**config.mk**
```make
export PLATFORM = sky130hd
export DESIGN_NAME = laser_ctrl
export DESIGN_NICKNAME = d
export VERILOG_FILES = /design/src/ldc_pkg.sv /design/src/sat_add.sv /design/src/laser_ctrl.sv
export VERILOG_INCLUDE_DIRS = /design/src
export SDC_FILE = /design/constraint.sdc
export NUM_CORES = 1
export LEC_CHECK = 0
export ABC_AREA = 1
export BUFFER_PORTS_ARGS = -buffer_cell sky130_fd_sc_hd__buf_2
export CORE_AREA = 2 2 148 186
export DETAILED_ROUTE_END_ITERATION = 12
export DIE_AREA = 0 0 150 188
export PLACE_DENSITY = 0.81
export REMOVE_ABC_BUFFERS = 1
export SKIP_CTS_REPAIR_TIMING = 1
export SYNTH_ARGS = -nofsm -noshare
export SYNTH_HDL_FRONTEND = slang
export SYNTH_SLANG_ARGS = --single-unit
export TNS_END_PERCENT = 30
```
**constraint.sdc**
```tcl
create_clock -name I_MCLK -period 5.4 [get_ports I_MCLK]
set_input_delay 0.81 -clock I_MCLK [delete_from_list [all_inputs] [get_ports I_MCLK]]
set_output_delay 0.81 -clock I_MCLK [all_outputs]
set_load 0.05 [all_outputs]
```
**src/ldc_consts.svh**
```systemverilog
// Register offsets, field positions, reset values and timing figures
`ifndef LDC_CONSTS_SVH
`define LDC_CONSTS_SVH

// ************************************************************
// Register byte offsets
// ************************************************************
`define LDC_OFF_OEM_CFG0      8'h00
`define LDC_OFF_OEM_CFG1      8'h04
`define LDC_OFF_OEM_CFG3      8'h08
`define LDC_OFF_OEM_CFG5      8'h0c
`define LDC_OFF_OEM_CAL0      8'h10
`define LDC_OFF_PWR_SETPOINT  8'h14
`define LDC_OFF_MOD_SETPOINT  8'h18
`define LDC_OFF_BIAS_DIRECT   8'h1c
`define LDC_OFF_MOD_DIRECT    8'h20
`define LDC_OFF_BIAS_READBACK 8'h24
`define LDC_OFF_FAULT_MASK    8'h28
`define LDC_OFF_BLANK_TIME    8'h2c
`define LDC_OFF_RX_GAIN       8'h30
`define LDC_OFF_CONTROL       8'h34

// ************************************************************
// Field positions
// ************************************************************
`define LDC_CFG0_MOD_REF      0
`define LDC_CFG1_FB_RES_LSB   0
`define LDC_CFG1_FB_INV       3
`define LDC_CFG1_CUT_POL      4
`define LDC_CFG1_BIAS_POL     5
`define LDC_CFG3_LOS_OFF      0
`define LDC_CFG3_OE           1
`define LDC_CFG5_CUT_EN       7
`define LDC_CAL0_LOOP_OFF     0
`define LDC_CTL_SW_DIS        0
`define LDC_CTL_TX_FAULT      1
`define LDC_CTL_LOS_PIN       2
`define LDC_CTL_POR_DONE      3
`define LDC_CTL_DATA_READY    4
`define LDC_CTL_FAULT_LSB     8

// ************************************************************
// Reset values
// ************************************************************
`define LDC_RST_OE            1'b0
`define LDC_RST_LOOP_OFF      1'b0
`define LDC_RST_BYTE          8'h00
`define LDC_RST_BLANK         8'h01
`define LDC_RST_FB_RES        3'h0
`define LDC_FB_RES_MAX        3'h6
`define LDC_RST_LOS_OE        1'b1
`define LDC_RST_DIV_BYPASS    1'b1

// ************************************************************
// Timing
// ************************************************************
`define LDC_CLK_KHZ           25000
`define LDC_T_POR_MS          50
`define LDC_T_CONV_MS         100
`define LDC_T_LASER_ON_MS     300
`define LDC_T_BLANK_STEP_US   500

`endif

```
**src/ldc_pkg.sv**
```systemverilog
// Types shared by the laser drive and fault control block
package ldc_pkg;

    typedef enum logic [1:0] {ST_POR, ST_WAIT, ST_ACTIVE} phase_e;

    typedef struct packed {
        logic supply;
        logic diode;
        logic bias;
        logic power;
        logic sat;
    } faults_s;

    typedef struct packed {
        logic [7:0] code;
        logic       oe;
    } drive_s;

    typedef struct packed {
        phase_e      phase;
        logic [23:0] tick;
        logic [21:0] blank;
        logic        data_ready;
        logic        mod_ref;
        logic        bias_pol;
        logic        cut_pol;
        logic        fb_inv;
        logic [2:0]  fb_res;
        logic        los_off;
        logic        oe;
        logic        cut_en;
        logic        loop_off;
        logic        sw_dis;
        logic [7:0]  pwr_set;
        logic [7:0]  mod_set;
        logic [7:0]  bias_dir;
        logic [7:0]  mod_dir;
        logic [7:0]  blank_time;
        logic [4:0]  mask;
        logic [4:0]  rx_gain;
        faults_s     latched;
        logic        los;
        logic        tx_off_d;
        logic        laser_on;
        drive_s      bias;
        drive_s      modu;
        logic        cut;
        logic        cut_oe;
        logic        tx_fault;
        logic        loop_run;
        logic        los_oe;
        logic        div_bypass;
        logic        conv_run;
        logic        aw_held;
        logic [7:0]  aw_addr;
        logic        w_held;
        logic [31:0] wdata;
        logic        wstrb0;
        logic        awready;
        logic        wready;
        logic        bvalid;
        logic [1:0]  bresp;
        logic        arready;
        logic        rvalid;
        logic [31:0] rdata;
        logic [1:0]  rresp;
    } state_s;

endpackage : ldc_pkg

```
**src/sat_add.sv**
```systemverilog
// Setpoint plus signed table offset, clamped to the DAC range
`timescale 1ns/1ps
module sat_add
(
    // Operands
    input  wire logic [7:0] i_base,
    input  wire logic [7:0] i_offset,
    // Result
    output logic      [7:0] o_sum
);
    logic signed [9:0] wide;

    always_comb
    begin
        wide = $signed({2'b00, i_base}) + $signed({{2{i_offset[7]}}, i_offset});
        if (wide < 10'sd0)
        begin
            o_sum = 8'h00;
        end
        else if (wide > 10'sd255)
        begin
            o_sum = 8'hff;
        end
        else
        begin
            o_sum = wide[7:0];
        end
    end
endmodule : sat_add

```
**src/laser_ctrl.sv**
```systemverilog
// Laser drive sequencing, fault latch, loss-of-signal and register slave
// ************************************************************
// ************************************************************
`timescale 1ns/1ps
`include "ldc_consts.svh"
module laser_ctrl
#(
    parameter int unsigned POR_CYC   = `LDC_T_POR_MS * `LDC_CLK_KHZ,
    parameter int unsigned CONV_CYC  = `LDC_T_CONV_MS * `LDC_CLK_KHZ,
    parameter int unsigned LASER_CYC = `LDC_T_LASER_ON_MS * `LDC_CLK_KHZ,
    parameter int unsigned STEP_CYC  = `LDC_T_BLANK_STEP_US * `LDC_CLK_KHZ
                                       / 1000
)
(
    // Clock, reset, enable
    input  wire logic        I_MCLK,
    input  wire logic        I_RST,
    input  wire logic        I_CE,
    // AXI4-Lite slave
    input  wire logic [7:0]  I_AWADDR,
    input  wire logic        I_AWVALID,
    output logic             O_AWREADY,
    input  wire logic [31:0] I_WDATA,
    input  wire logic [3:0]  I_WSTRB,
    input  wire logic        I_WVALID,
    output logic             O_WREADY,
    output logic [1:0]       O_BRESP,
    output logic             O_BVALID,
    input  wire logic        I_BREADY,
    input  wire logic [7:0]  I_ARADDR,
    input  wire logic        I_ARVALID,
    output logic             O_ARREADY,
    output logic [31:0]      O_RDATA,
    output logic [1:0]       O_RRESP,
    output logic             O_RVALID,
    input  wire logic        I_RREADY,
    // Analog front end and tables
    input  wire logic [4:0]  I_FAULTS,
    input  wire logic        I_RX_BELOW_ASSERT,
    input  wire logic        I_RX_ABOVE_RELEASE,
    input  wire logic [7:0]  I_PWR_TABLE,
    input  wire logic [7:0]  I_MOD_TABLE,
    // Host pins
    input  wire logic        I_TX_OFF,
    input  wire logic        I_RX_LOS_PIN,
    output logic             O_RX_LOS,
    output logic             O_RX_LOS_OE,
    output logic             O_TX_FAULT,
    // Laser drive
    output logic [7:0]       O_BIAS_CODE,
    output logic             O_BIAS_OE,
    output logic             O_BIAS_POL,
    output logic [7:0]       O_MOD_CODE,
    output logic             O_MOD_OE,
    output logic             O_MOD_REF,
    output logic             O_CUTOFF,
    output logic             O_CUTOFF_OE,
    output logic             O_LOOP_RUN,
    output logic [2:0]       O_FB_RES_SEL,
    output logic             O_FB_INV,
    output logic [4:0]       O_RX_GAIN,
    output logic             O_RX_DIV_BYPASS,
    output logic             O_CONV_RUN
);
    ldc_pkg::state_s  r;
    ldc_pkg::state_s  next_r;
    ldc_pkg::faults_s raw;
    logic [7:0]       bias_sum;
    logic [7:0]       mod_sum;
    logic [7:0]       wa;
    logic [7:0]       wb;
    logic             wr_go;
    logic             laser_ok;
    logic [31:0]      rd;
    logic             rd_ok;

    // ************************************************************
    // Temperature compensated setpoints
    // ************************************************************
    sat_add u_bias_sum (.i_base(r.pwr_set), .i_offset(I_PWR_TABLE),
                        .o_sum(bias_sum));
    sat_add u_mod_sum  (.i_base(r.mod_set), .i_offset(I_MOD_TABLE),
                        .o_sum(mod_sum));

    assign raw = I_FAULTS;

    // ************************************************************
    // Next state
    // ************************************************************
    always_comb
    begin
        next_r = r;
        wa     = r.aw_addr;
        wb     = r.wdata[7:0];
        wr_go  = 1'b0;
        rd     = 32'h0;
        rd_ok  = 1'b1;
        laser_ok = 1'b0;
        // Power-on timeline; the count stops once the laser may start
        if (r.tick < 24'(LASER_CYC))
        begin
            next_r.tick = r.tick + 24'h1;
        end
        case (r.phase)
            ldc_pkg::ST_POR:
            begin
                if (r.tick >= 24'(POR_CYC))
                begin
                    next_r.phase = ldc_pkg::ST_WAIT;
                end
            end
            ldc_pkg::ST_WAIT:
            begin
                if (r.tick >= 24'(LASER_CYC))
                begin
                    next_r.phase = ldc_pkg::ST_ACTIVE;
                end
            end
            ldc_pkg::ST_ACTIVE:
            begin
                next_r.phase = ldc_pkg::ST_ACTIVE;
            end
            default:
            begin
                next_r.phase = ldc_pkg::ST_POR;
            end
        endcase
        if (r.tick >= 24'(POR_CYC + CONV_CYC))
        begin
            next_r.data_ready = 1'b1;
        end

        // Fault latch; a new fault wins over the clearing toggle
        next_r.tx_off_d = I_TX_OFF;
        if (I_TX_OFF != r.tx_off_d)
        begin
            next_r.latched = '0;
        end
        if (r.phase == ldc_pkg::ST_ACTIVE)
        begin
            next_r.latched = next_r.latched
                             | (raw & ~r.mask & {4'hf, r.blank == 22'h0});
        end
        next_r.tx_fault = |next_r.latched;

        // Laser on only after the delay, when enabled and fault free
        laser_ok = (r.phase == ldc_pkg::ST_ACTIVE) && r.oe && !I_TX_OFF
                   && !r.sw_dis && !(|next_r.latched);
        next_r.laser_on = laser_ok;
        // Blanking restarts at every turn-on
        if (laser_ok && !r.laser_on)
        begin
            next_r.blank = 22'(((r.blank_time == 8'h0) ? 8'h1 : r.blank_time)
                               * STEP_CYC);
        end
        else if (r.blank != 22'h0)
        begin
            next_r.blank = r.blank - 22'h1;
        end

        // Drive values; shutdown levels follow the polarity bits
        next_r.loop_run = laser_ok && !r.loop_off;
        if (laser_ok)
        begin
            next_r.bias.code = r.loop_off ? r.bias_dir : bias_sum;
            next_r.modu.code = r.loop_off ? r.mod_dir : mod_sum;
        end
        else
        begin
            next_r.bias.code = {8{r.bias_pol}};
            next_r.modu.code = {8{r.mod_ref}};
        end
        next_r.bias.oe = r.oe;
        next_r.modu.oe = r.oe;
        next_r.cut_oe  = r.oe;
        // A fault alone moves the cutoff only when enabled
        if ((r.phase != ldc_pkg::ST_ACTIVE) || !r.oe || I_TX_OFF || r.sw_dis
            || (r.cut_en && |next_r.latched))
        begin
            next_r.cut = r.cut_pol;
        end
        else
        begin
            next_r.cut = !r.cut_pol;
        end

        // Loss of signal with hysteresis
        if (I_RX_BELOW_ASSERT)
        begin
            next_r.los = 1'b1;
        end
        else if (I_RX_ABOVE_RELEASE)
        begin
            next_r.los = 1'b0;
        end

        // ************************************************************
        // Register slave
        // ************************************************************
        if (r.bvalid && I_BREADY)
        begin
            next_r.bvalid = 1'b0;
        end
        if (r.rvalid && I_RREADY)
        begin
            next_r.rvalid = 1'b0;
        end
        if (r.awready && I_AWVALID)
        begin
            next_r.aw_held = 1'b1;
            next_r.aw_addr = I_AWADDR;
            wa             = I_AWADDR;
        end
        if (r.wready && I_WVALID)
        begin
            next_r.w_held = 1'b1;
            next_r.wdata  = I_WDATA;
            next_r.wstrb0 = I_WSTRB[0];
            wb            = I_WDATA[7:0];
        end
        // Writes are refused until the power-on wait has passed
        if (next_r.aw_held && next_r.w_held && !r.bvalid)
        begin
            wr_go          = (r.phase != ldc_pkg::ST_POR) && next_r.wstrb0;
            next_r.aw_held = 1'b0;
            next_r.w_held  = 1'b0;
            next_r.bvalid  = 1'b1;
            next_r.bresp   = (r.phase == ldc_pkg::ST_POR) ? 2'h2 : 2'h0;
        end
        if (wr_go)
        begin
            case (wa)
                `LDC_OFF_OEM_CFG0:     next_r.mod_ref = wb[`LDC_CFG0_MOD_REF];
                `LDC_OFF_OEM_CFG1:
                begin
                    next_r.bias_pol = wb[`LDC_CFG1_BIAS_POL];
                    next_r.cut_pol  = wb[`LDC_CFG1_CUT_POL];
                    next_r.fb_inv   = wb[`LDC_CFG1_FB_INV];
                    next_r.fb_res   = (wb[2:0] > `LDC_FB_RES_MAX) ?
                                      `LDC_FB_RES_MAX : wb[2:0];
                end
                `LDC_OFF_OEM_CFG3:
                begin
                    next_r.los_off = wb[`LDC_CFG3_LOS_OFF];
                    next_r.oe      = wb[`LDC_CFG3_OE];
                end
                `LDC_OFF_OEM_CFG5:     next_r.cut_en = wb[`LDC_CFG5_CUT_EN];
                `LDC_OFF_OEM_CAL0:     next_r.loop_off = wb[`LDC_CAL0_LOOP_OFF];
                `LDC_OFF_PWR_SETPOINT: next_r.pwr_set = wb;
                `LDC_OFF_MOD_SETPOINT: next_r.mod_set = wb;
                `LDC_OFF_BIAS_DIRECT:  next_r.bias_dir = wb;
                `LDC_OFF_MOD_DIRECT:   next_r.mod_dir = wb;
                `LDC_OFF_FAULT_MASK:   next_r.mask = wb[4:0];
                `LDC_OFF_BLANK_TIME:   next_r.blank_time = wb;
                `LDC_OFF_RX_GAIN:      next_r.rx_gain = wb[4:0];
                `LDC_OFF_CONTROL:      next_r.sw_dis = wb[`LDC_CTL_SW_DIS];
                default:               next_r.sw_dis = r.sw_dis;
            endcase
        end
        case (I_ARADDR)
            `LDC_OFF_OEM_CFG0:     rd[`LDC_CFG0_MOD_REF] = r.mod_ref;
            `LDC_OFF_OEM_CFG1:     rd[7:0] = {2'h0, r.bias_pol, r.cut_pol,
                                              r.fb_inv, r.fb_res};
            `LDC_OFF_OEM_CFG3:     rd[1:0] = {r.oe, r.los_off};
            `LDC_OFF_OEM_CFG5:     rd[`LDC_CFG5_CUT_EN] = r.cut_en;
            `LDC_OFF_OEM_CAL0:     rd[`LDC_CAL0_LOOP_OFF] = r.loop_off;
            `LDC_OFF_PWR_SETPOINT: rd[7:0] = r.pwr_set;
            `LDC_OFF_MOD_SETPOINT: rd[7:0] = r.mod_set;
            `LDC_OFF_BIAS_DIRECT:  rd[7:0] = r.bias_dir;
            `LDC_OFF_MOD_DIRECT:   rd[7:0] = r.mod_dir;
            `LDC_OFF_BIAS_READBACK: rd[7:0] = r.bias.code;
            `LDC_OFF_FAULT_MASK:   rd[4:0] = r.mask;
            `LDC_OFF_BLANK_TIME:   rd[7:0] = r.blank_time;
            `LDC_OFF_RX_GAIN:      rd[4:0] = r.rx_gain;
            `LDC_OFF_CONTROL:
            begin
                rd[`LDC_CTL_SW_DIS]     = r.sw_dis;
                rd[`LDC_CTL_TX_FAULT]   = r.tx_fault;
                rd[`LDC_CTL_LOS_PIN]    = I_RX_LOS_PIN;
                rd[`LDC_CTL_POR_DONE]   = r.phase != ldc_pkg::ST_POR;
                rd[`LDC_CTL_DATA_READY] = r.data_ready;
                rd[12:8]                = r.latched;
            end
            default:               rd_ok = 1'b0;
        endcase
        if (r.arready && I_ARVALID)
        begin
            next_r.rvalid = 1'b1;
            next_r.rdata  = (r.phase == ldc_pkg::ST_POR) ? 32'h0 : rd;
            next_r.rresp  = (!rd_ok || r.phase == ldc_pkg::ST_POR) ?
                            2'h2 : 2'h0;
        end
        // Decoded pins are registered so every output leaves a flip-flop
        next_r.los_oe     = !next_r.los_off;
        next_r.div_bypass = next_r.rx_gain == 5'h0;
        next_r.conv_run   = next_r.phase != ldc_pkg::ST_POR;
        next_r.awready = !next_r.aw_held && !next_r.bvalid;
        next_r.wready  = !next_r.w_held && !next_r.bvalid;
        next_r.arready = !next_r.rvalid && !(r.arready && I_ARVALID);
    end

    always_ff @(posedge I_MCLK or posedge I_RST)
    begin
        if (I_RST)
        begin
            r          <= '0;
            r.phase    <= ldc_pkg::ST_POR;
            r.oe       <= `LDC_RST_OE;
            r.loop_off <= `LDC_RST_LOOP_OFF;
            r.fb_res   <= `LDC_RST_FB_RES;
            r.blank_time <= `LDC_RST_BLANK;
            r.pwr_set  <= `LDC_RST_BYTE;
            r.los_oe   <= `LDC_RST_LOS_OE;
            r.div_bypass <= `LDC_RST_DIV_BYPASS;
        end
        else if (I_CE)
        begin
            r <= next_r;
        end
    end

    // ************************************************************
    // Outputs
    // ************************************************************
    assign O_AWREADY       = r.awready;
    assign O_WREADY        = r.wready;
    assign O_BVALID        = r.bvalid;
    assign O_BRESP         = r.bresp;
    assign O_ARREADY       = r.arready;
    assign O_RVALID        = r.rvalid;
    assign O_RDATA         = r.rdata;
    assign O_RRESP         = r.rresp;
    assign O_TX_FAULT      = r.tx_fault;
    assign O_RX_LOS        = r.los;
    assign O_RX_LOS_OE     = r.los_oe;
    assign O_BIAS_CODE     = r.bias.code;
    assign O_BIAS_OE       = r.bias.oe;
    assign O_BIAS_POL      = r.bias_pol;
    assign O_MOD_CODE      = r.modu.code;
    assign O_MOD_OE        = r.modu.oe;
    assign O_MOD_REF       = r.mod_ref;
    assign O_CUTOFF        = r.cut;
    assign O_CUTOFF_OE     = r.cut_oe;
    assign O_LOOP_RUN      = r.loop_run;
    assign O_FB_RES_SEL    = r.fb_res;
    assign O_FB_INV        = r.fb_inv;
    assign O_RX_GAIN       = r.rx_gain;
    assign O_RX_DIV_BYPASS = r.div_bypass;
    assign O_CONV_RUN      = r.conv_run;

    // ************************************************************
    // Checks
    // ************************************************************
    oe_float_a: assert property (@(posedge I_MCLK) disable iff (I_RST)
        I_CE && !r.oe |=> !O_BIAS_OE && !O_MOD_OE && !O_LOOP_RUN)
        else $error("drive enabled while output enable clear");
    fault_out_a: assert property (@(posedge I_MCLK) disable iff (I_RST)
        I_CE && r.phase == ldc_pkg::ST_ACTIVE && (raw.supply && !r.mask[4])
        |=> O_TX_FAULT && !r.laser_on)
        else $error("unmasked fault did not shut the laser");
    mask_hold_a: assert property (@(posedge I_MCLK) disable iff (I_RST)
        I_CE && !O_TX_FAULT && (raw & ~r.mask) == 5'h0
        && I_TX_OFF == r.tx_off_d |=> !O_TX_FAULT)
        else $error("masked fault raised the fault output");
    blank_sat_a: assert property (@(posedge I_MCLK) disable iff (I_RST)
        I_CE && r.blank != 22'h0 && raw == 5'h01 && !O_TX_FAULT
        && I_TX_OFF == r.tx_off_d |=> !O_TX_FAULT)
        else $error("saturation counted during blanking");
    los_hyst_a: assert property (@(posedge I_MCLK) disable iff (I_RST)
        I_CE && !I_RX_BELOW_ASSERT && !I_RX_ABOVE_RELEASE
        |=> O_RX_LOS == $past(O_RX_LOS))
        else $error("loss state moved between the levels");
    fault_clear_a: assert property (@(posedge I_MCLK) disable iff (I_RST)
        I_CE && I_TX_OFF != r.tx_off_d && raw == 5'h0 |=> !O_TX_FAULT)
        else $error("toggle did not clear the fault latch");
    cutoff_off_a: assert property (@(posedge I_MCLK) disable iff (I_RST)
        I_CE && I_TX_OFF |=> O_CUTOFF == $past(r.cut_pol))
        else $error("cutoff not active with transmit disabled");
    por_wait_a: assert property (@(posedge I_MCLK) disable iff (I_RST)
        r.phase == ldc_pkg::ST_POR |-> !O_CONV_RUN && !r.laser_on)
        else $error("activity before the power-on wait");
    bias_path_a: assert property (@(posedge I_MCLK) disable iff (I_RST)
        I_CE && laser_ok && r.loop_off |=> O_BIAS_CODE == $past(r.bias_dir))
        else $error("direct bias value not on the DAC");
endmodule : laser_ctrl

```
* Word level (Yosys, flattened, before mapping)
Index checks and enable logic that the tools add are counted.
Storage, ports and cells: register bits 226, output and inout port bits 78, logic and storage cells 222
Operators by class: $add $sub $neg 4, $mul 1, magnitude comparators 9, equality and inequality tests 29, multiplexer cells 53, bitwise gates (word level) 4, reduce and logical (&&, ||, !) cells 71
Operator list (number):
- two-way mux 8 bit | 16
- == test 8 x 6 -> 1 bit (second input constant) | 11
- == test 8 x 5 -> 1 bit (second input constant) | 8
- two-way mux 55 bit | 1
- two-way mux 22 bit | 2
- AND reduction 3 bit | 12
- two-way mux 35 bit | 1
- two-way mux 34 bit | 1
- == test 8 x 4 -> 1 bit (second input constant) | 4
- one-hot mux 3 bit (10 select lines) | 1
- two-way mux 5 bit | 5
- adder 24 x 1 -> 24 bit (second input constant) | 1
- >= comparator 24 x 21 -> 1 bit (second input constant) | 1
- >= comparator 24 x 22 -> 1 bit (second input constant) | 1
- >= comparator 24 x 23 -> 1 bit (second input constant) | 1
- zero test 8 bit | 3
- less-than comparator 24 x 23 -> 1 bit (second input constant) | 1
- zero test 22 bit | 1
- nonzero test 22 bit | 1
- subtractor 22 x 1 -> 22 bit (second input constant) | 1
- adder 9 x 8 -> 10 bit | 2
- > comparator 10 x 9 -> 1 bit (second input constant) | 2
- less-than comparator 10 x 1 -> 1 bit (second input constant) | 2
- multiplier 8 x 12 -> 20 bit (second input constant) | 1
- 28 further kinds | 91

* Depth between registers and ports, before layout
word-level depth 11, mapped depth 24, mapped depth without buffers 24

* Hierarchy
From an unflattened synthesis, not the netlist that was laid out.
Unflattened totals: cell total of the unflattened synthesis 1759, area, all modules 13053.8 µm²
Modules (own cells, without submodules):
- laser_ctrl | instances 1, cells each 1589, area an instance 12060.3 µm², sequential area each 4533.1 µm²
- sat_add | instances 2, cells each 85, area an instance 496.7 µm², sequential area each 0.0 µm²

* Least setup slack after synthesis
No wires, ideal clock.
path kind flip-flop to flip-flop, start reg r[130] in the netlist's numbering, end reg r[195] in the netlist's numbering, library setup time 116 ps, data arrival time 3884 ps, data required time 5284 ps, slack 1400 ps, cell stages (with the launch flop) 25, path buffers 0, period minus slack after synthesis 4000 ps, cell sequence dfrtp_1 > inv_1 > ha_1 > nand4_1 > inv_1 > nor2_1 > ha_1 > ha_1 > inv_1 > fa_1 > fa_1 > inv_1 > ha_1 > a21oi_1 > nand2_1 > nand2_1 > o211ai_1 > nand2_1 > nand2_1 > nand2_1 > nand2_1 > nand3_1 > nand2_1 > nand2_1 > nand2_1
On the way: cells in the longest elaborated chain, start to end 4
RTL lines:
- start, declared | RTL line laser_ctrl.sv:65 | ldc_pkg::state_s r;
- start signal, assigned | RTL line laser_ctrl.sv:318 | r <= next_r;
- zero test 8 bit | RTL line laser_ctrl.sv:153 | next_r.blank = 22'(((r.blank_time == 8'h0) ? 8'h1 : r.blank_time)
- two-way mux 8 bit * | RTL line laser_ctrl.sv:153
- multiplier 8 x 12 -> 20 bit * | RTL line laser_ctrl.sv:154 | * STEP_CYC);
- two-way mux 22 bit * | RTL line laser_ctrl.sv:151 | if (laser_ok && !r.laser_on)
Mark *: on every way between the ends. The rest lies on a longest branch, timed or not. A chain may end at the register's enable or synchronous reset.

* Final worst setup path
Ends and elaborated chain as after synthesis.

==> impl_results.md <==
- Internal Dissipation: 0.002769 W
- Post-DR wirelength/cell: 15.82 µm
- Std-Cell Rows: 67
- Filler cell count in the final layout: 2559
- Inst Count DP: 2168
- Status: complete, no violations
- Arrival time reported for the critical path endpoint: 5.06 ns
- IR drop worst, VDD: 0.2875 mV
- Starting Density: 49.45%
- Power density normalized to cell area: 337.0 mW/mm²
- Number of setup violations in the final report: 0
- Final std cells w/o fill: 2200
- Number of enable-type register cells in the synthesized netlist: 0
- Switching share of total power: 41.99%
- Initial antenna violation count: 0
- Number of global-route vias before repair: 11533
- Root Buffer Master: sky130_fd_sc_hd__clkbuf_16
- Minimum setup slack among reg-to-reg paths: 0.68 ns
- Max Clk Rate: 211.8 MHz
- CP Launch Point: r[130]
- Worst-case setup margin in the final layout: 0.6797 ns
- Length in cells of the worst reg-to-reg path: 24
- RR Endpoint: r[195]
- YS warnings: 0
- Area growth from synthesis to final layout: 8.110%
- Max clock buf depth: 2
- Total vias in the final route: 11791
- Final worst path period share: 87.41%
- DP Wirelength: 26.59 mm
- 1st-iter DRT viols: 997
- Post-synth ARST share: 100.0%
- Seq pwr share: 38.0%
- Worst setup path end: r[195]
- Category of the worst setup path launch point: flip-flop
- Setup TNS Final: 0 ns
- Most frequent cell after synthesis: sky130_fd_sc_hd__nand2_1
- Clock Latency Late Sink: 0.46 ns
- Share of Yosys cell area claimed by the top area cell type: 34.01%
- Global-route wire length before repair: 56.68 mm
- Clock transition time at the flip-flop clock pins of the worst setup and hold paths: 0.08 ns
- Number of pins with negative max-slew slack in the final report: 0
- Portion of total power attributed to combinational logic: 34.0%
- Type of the worst min-delay path: in2async
- Instance count of the mapped netlist: 1782
- Number of sinks on the clock net: 181
- Largest clock skew in the final design: 0.01289 ns
- Worst Path Max Fanout: 9
- Number of hold violations in the final report: 0
- Clock network fraction of total power: 28.0%
- Top cells by area, synth: sky130_fd_sc_hd__dfrtp_1 34%, sky130_fd_sc_hd__nand2_1 16%, sky130_fd_sc_hd__ha_1 6.8%
- Combined area of all synthesized cells: 0.01310 mm²
- Count of port buffers added during placement: 114
- DRT Wirelength: 34.80 mm
- DRC viols: 0
- Final design utilization: 53.46%
- Origin of the critical flop-to-flop path: r[130]
- Ranking of synthesized cells by instance count: 568 x sky130_fd_sc_hd__nand2_1, 221 x sky130_fd_sc_hd__inv_1, 178 x sky130_fd_sc_hd__dfrtp_1
- Final RePlAce weighted congestion: 0.9317
- RSZ-0062 raised after global routing: false
- Total global-route track usage: 25.42%
- Number of buffers added by the clock tree synthesis step: 17
- Share of the yosys chip area belonging to registers: 34.61%
- Number of inserted diodes: 0
- Max cap viols: 0
- Post-synth top area cell: sky130_fd_sc_hd__dfrtp_1
- Least-Margin Pin Slew: 1.046 ns
- I/O pin count: 163
- Overall die width: 150 µm
- DP Worst Slack: 0.7252 ns
- Worst setup EP type: flip-flop
- Clock tree from TritonCTS: built
- Static leakage power: 7.489 nW
- Die Y-Extent: 188 µm
- Required @ worst endpoint: 5.74 ns
- Worst Hold Margin: 0.4085 ns
- Synth Flop Type: sky130_fd_sc_hd__dfrtp_1
- Die area: 0.02820 mm²
- Yosys reg bits: 181
- Maximum number of pins on one net before global-route repair: 82
- Layout Nets: 2012
- Routed Antenna Nets: 0
- Core footprint: 0.02649 mm²
- Vias per cell: 5.360
- Number of unique standard cell types used by synthesis: 59
- Setup Crit Path Kind: reg2reg
- Layout cells sized above 1: 12.35%
- Total global routing overflow: 0
- Crit path time final: 4.720 ns
- Count of TritonRoute iterations in the first routing pass: 6
- Post-Syn Area per Cell: 7.351 µm²
- Sw Pwr: 0.002004 W
- Slew Limit Headroom: 29.50%
- Number of H-tree levels: 4
flip-flops by register name, summed over array words and instances, names as in the netlist, 3 cells and up:
register,flops
O_FB_RES_SEL,3
O_BIAS_CODE,8
O_MOD_CODE,8
O_RDATA,13
r,125
O_RX_GAIN,5
critical path: stages, from the launching register on:
cell	delay [ns]
sky130_fd_sc_hd__dfrtp_1	0.48
sky130_fd_sc_hd__inv_1	0.12
sky130_fd_sc_hd__ha_1	0.22
sky130_fd_sc_hd__nand4_1	0.18
sky130_fd_sc_hd__inv_1	0.13
sky130_fd_sc_hd__nor2_1	0.31
sky130_fd_sc_hd__ha_1	0.33
sky130_fd_sc_hd__ha_1	0.28
sky130_fd_sc_hd__inv_1	0.05
sky130_fd_sc_hd__fa_1	0.49
sky130_fd_sc_hd__fa_1	0.54
sky130_fd_sc_hd__inv_1	0.04
sky130_fd_sc_hd__ha_1	0.35
sky130_fd_sc_hd__a21oi_1	0.14
sky130_fd_sc_hd__nand2_1	0.15
sky130_fd_sc_hd__nand2_1	0.10
sky130_fd_sc_hd__o211ai_1	0.15
sky130_fd_sc_hd__nand2_1	0.12
sky130_fd_sc_hd__nand2_1	0.05
sky130_fd_sc_hd__nand2_1	0.06
sky130_fd_sc_hd__nand2_1	0.04
sky130_fd_sc_hd__nand3_1	0.07
sky130_fd_sc_hd__nand2_1	0.06
sky130_fd_sc_hd__nand2_1	0.06
sky130_fd_sc_hd__nand2_1	0.05
power by group through the flow:
| stage | Sequential [W] | Clock, W | Combinational (W) |
|---|---|---|---|
| finish | 0.00181 | 0.00134 | 0.00162 |
| global route | 0.00185 | 0.00140 | 0.00180 |
| CTS | 0.00181 | 0.00135 | 0.00162 |
| detailed placement | 0.00183 | 0 | 0.00161 |
| global placement | 0.00183 | 0 | 0.00156 |
| floorplan | 0.00193 | 0 | 0.00105 |
stage by stage:
stage / total power [W] / instance area, µm²
after floorplan: 0.002981 / 12450
after global placement: 0.003386 / 13540
after detailed placement: 0.003446 / 13540
after CTS: 0.004777 / 14160
after global routing: 0.005056 / 14160
final: 0.004773 / 14160
placed cells by master, fill, tap and decap left out, types with 3 or more instances in the layout:
| master | count |
|---|---|
| sky130_fd_sc_hd__buf_2 | 114 |
| sky130_fd_sc_hd__nor2_4 | 7 |
| sky130_fd_sc_hd__o21ai_0 | 103 |
| sky130_fd_sc_hd__o22ai_1 | 8 |
| sky130_fd_sc_hd__o21ai_2 | 8 |
| sky130_fd_sc_hd__nand2_2 | 10 |
| sky130_fd_sc_hd__inv_6 | 3 |
| sky130_fd_sc_hd__dfrtp_1 | 178 |
| sky130_fd_sc_hd__inv_8 | 5 |
| sky130_fd_sc_hd__nand3_1 | 105 |
| sky130_fd_sc_hd__inv_1 | 220 |
| sky130_fd_sc_hd__nand3b_1 | 6 |
| sky130_fd_sc_hd__xor2_1 | 49 |
| sky130_fd_sc_hd__nor4_1 | 10 |
| sky130_fd_sc_hd__a211oi_1 | 3 |
| sky130_fd_sc_hd__conb_1 | 21 |
| sky130_fd_sc_hd__clkinv_8 | 4 |
| sky130_fd_sc_hd__buf_4 | 10 |
| sky130_fd_sc_hd__nand3_2 | 4 |
| sky130_fd_sc_hd__mux2_2 | 7 |
| sky130_fd_sc_hd__nand3_4 | 3 |
| sky130_fd_sc_hd__a22o_1 | 3 |
| sky130_fd_sc_hd__o21ai_1 | 58 |
| sky130_fd_sc_hd__clkbuf_16 | 17 |
| sky130_fd_sc_hd__fa_1 | 14 |
| sky130_fd_sc_hd__a21oi_1 | 43 |
| sky130_fd_sc_hd__nor3_1 | 23 |
| sky130_fd_sc_hd__nand4_1 | 22 |
| sky130_fd_sc_hd__ha_1 | 71 |
| sky130_fd_sc_hd__nor2_1 | 92 |
| sky130_fd_sc_hd__o21a_1 | 3 |
| sky130_fd_sc_hd__inv_2 | 4 |
| sky130_fd_sc_hd__dfstp_2 | 3 |
| sky130_fd_sc_hd__nand2_1 | 568 |
| sky130_fd_sc_hd__xnor2_1 | 10 |
| sky130_fd_sc_hd__or2_2 | 4 |
| sky130_fd_sc_hd__o211ai_1 | 3 |
| sky130_fd_sc_hd__nor2_2 | 8 |
worst min-delay path by stage:
stage,start,to,slack [ns],cells past startpoint
2_1_floorplan,r[225],r[225],0.41,0
3_3_place_gp,r[225],r[225],0.43,0
3_5_place_dp,r[225],r[225],0.43,0
4_1_cts,I_RST,r[210],0.45,2
5_1_grt,I_RST,r[210],0.47,2
6_report,I_RST,r[210],0.41,2
cell type report:
class	instances	area, µm²	share of cell area (%)
inverters	226	855.8	6.043
clock buffers	17	425.4	3.004
multi-input cells	1292	7069	49.92
repair buffers	124	645.6	4.559
clock inverters	15	200.2	1.414
flip-flops and latches	181	4533	32.01
well taps	345	431.7	3.048
kinds of logic after synthesis:
kind of cell | synth area share [%]
AND/OR/NAND/NOR | 29.14
buffers and inverters | 12.00
AO/OA/AOI/OAI | 10.76
flip-flops | 34.61
adder cells (fa/ha/maj) | 8.922
XOR/XNOR | 3.945
multiplexers | 0.6018
other | 0.02863
routing by layer:
metal,track usage (%),vias up,wire [µm]
li1,-,5758,-
met1,30.62,5524,13800
met2,44.06,402,17420
met3,3.577,107,1865
met4,12.63,0,1706
met5,0,-,0
Power figures use the tool's default switching activity.
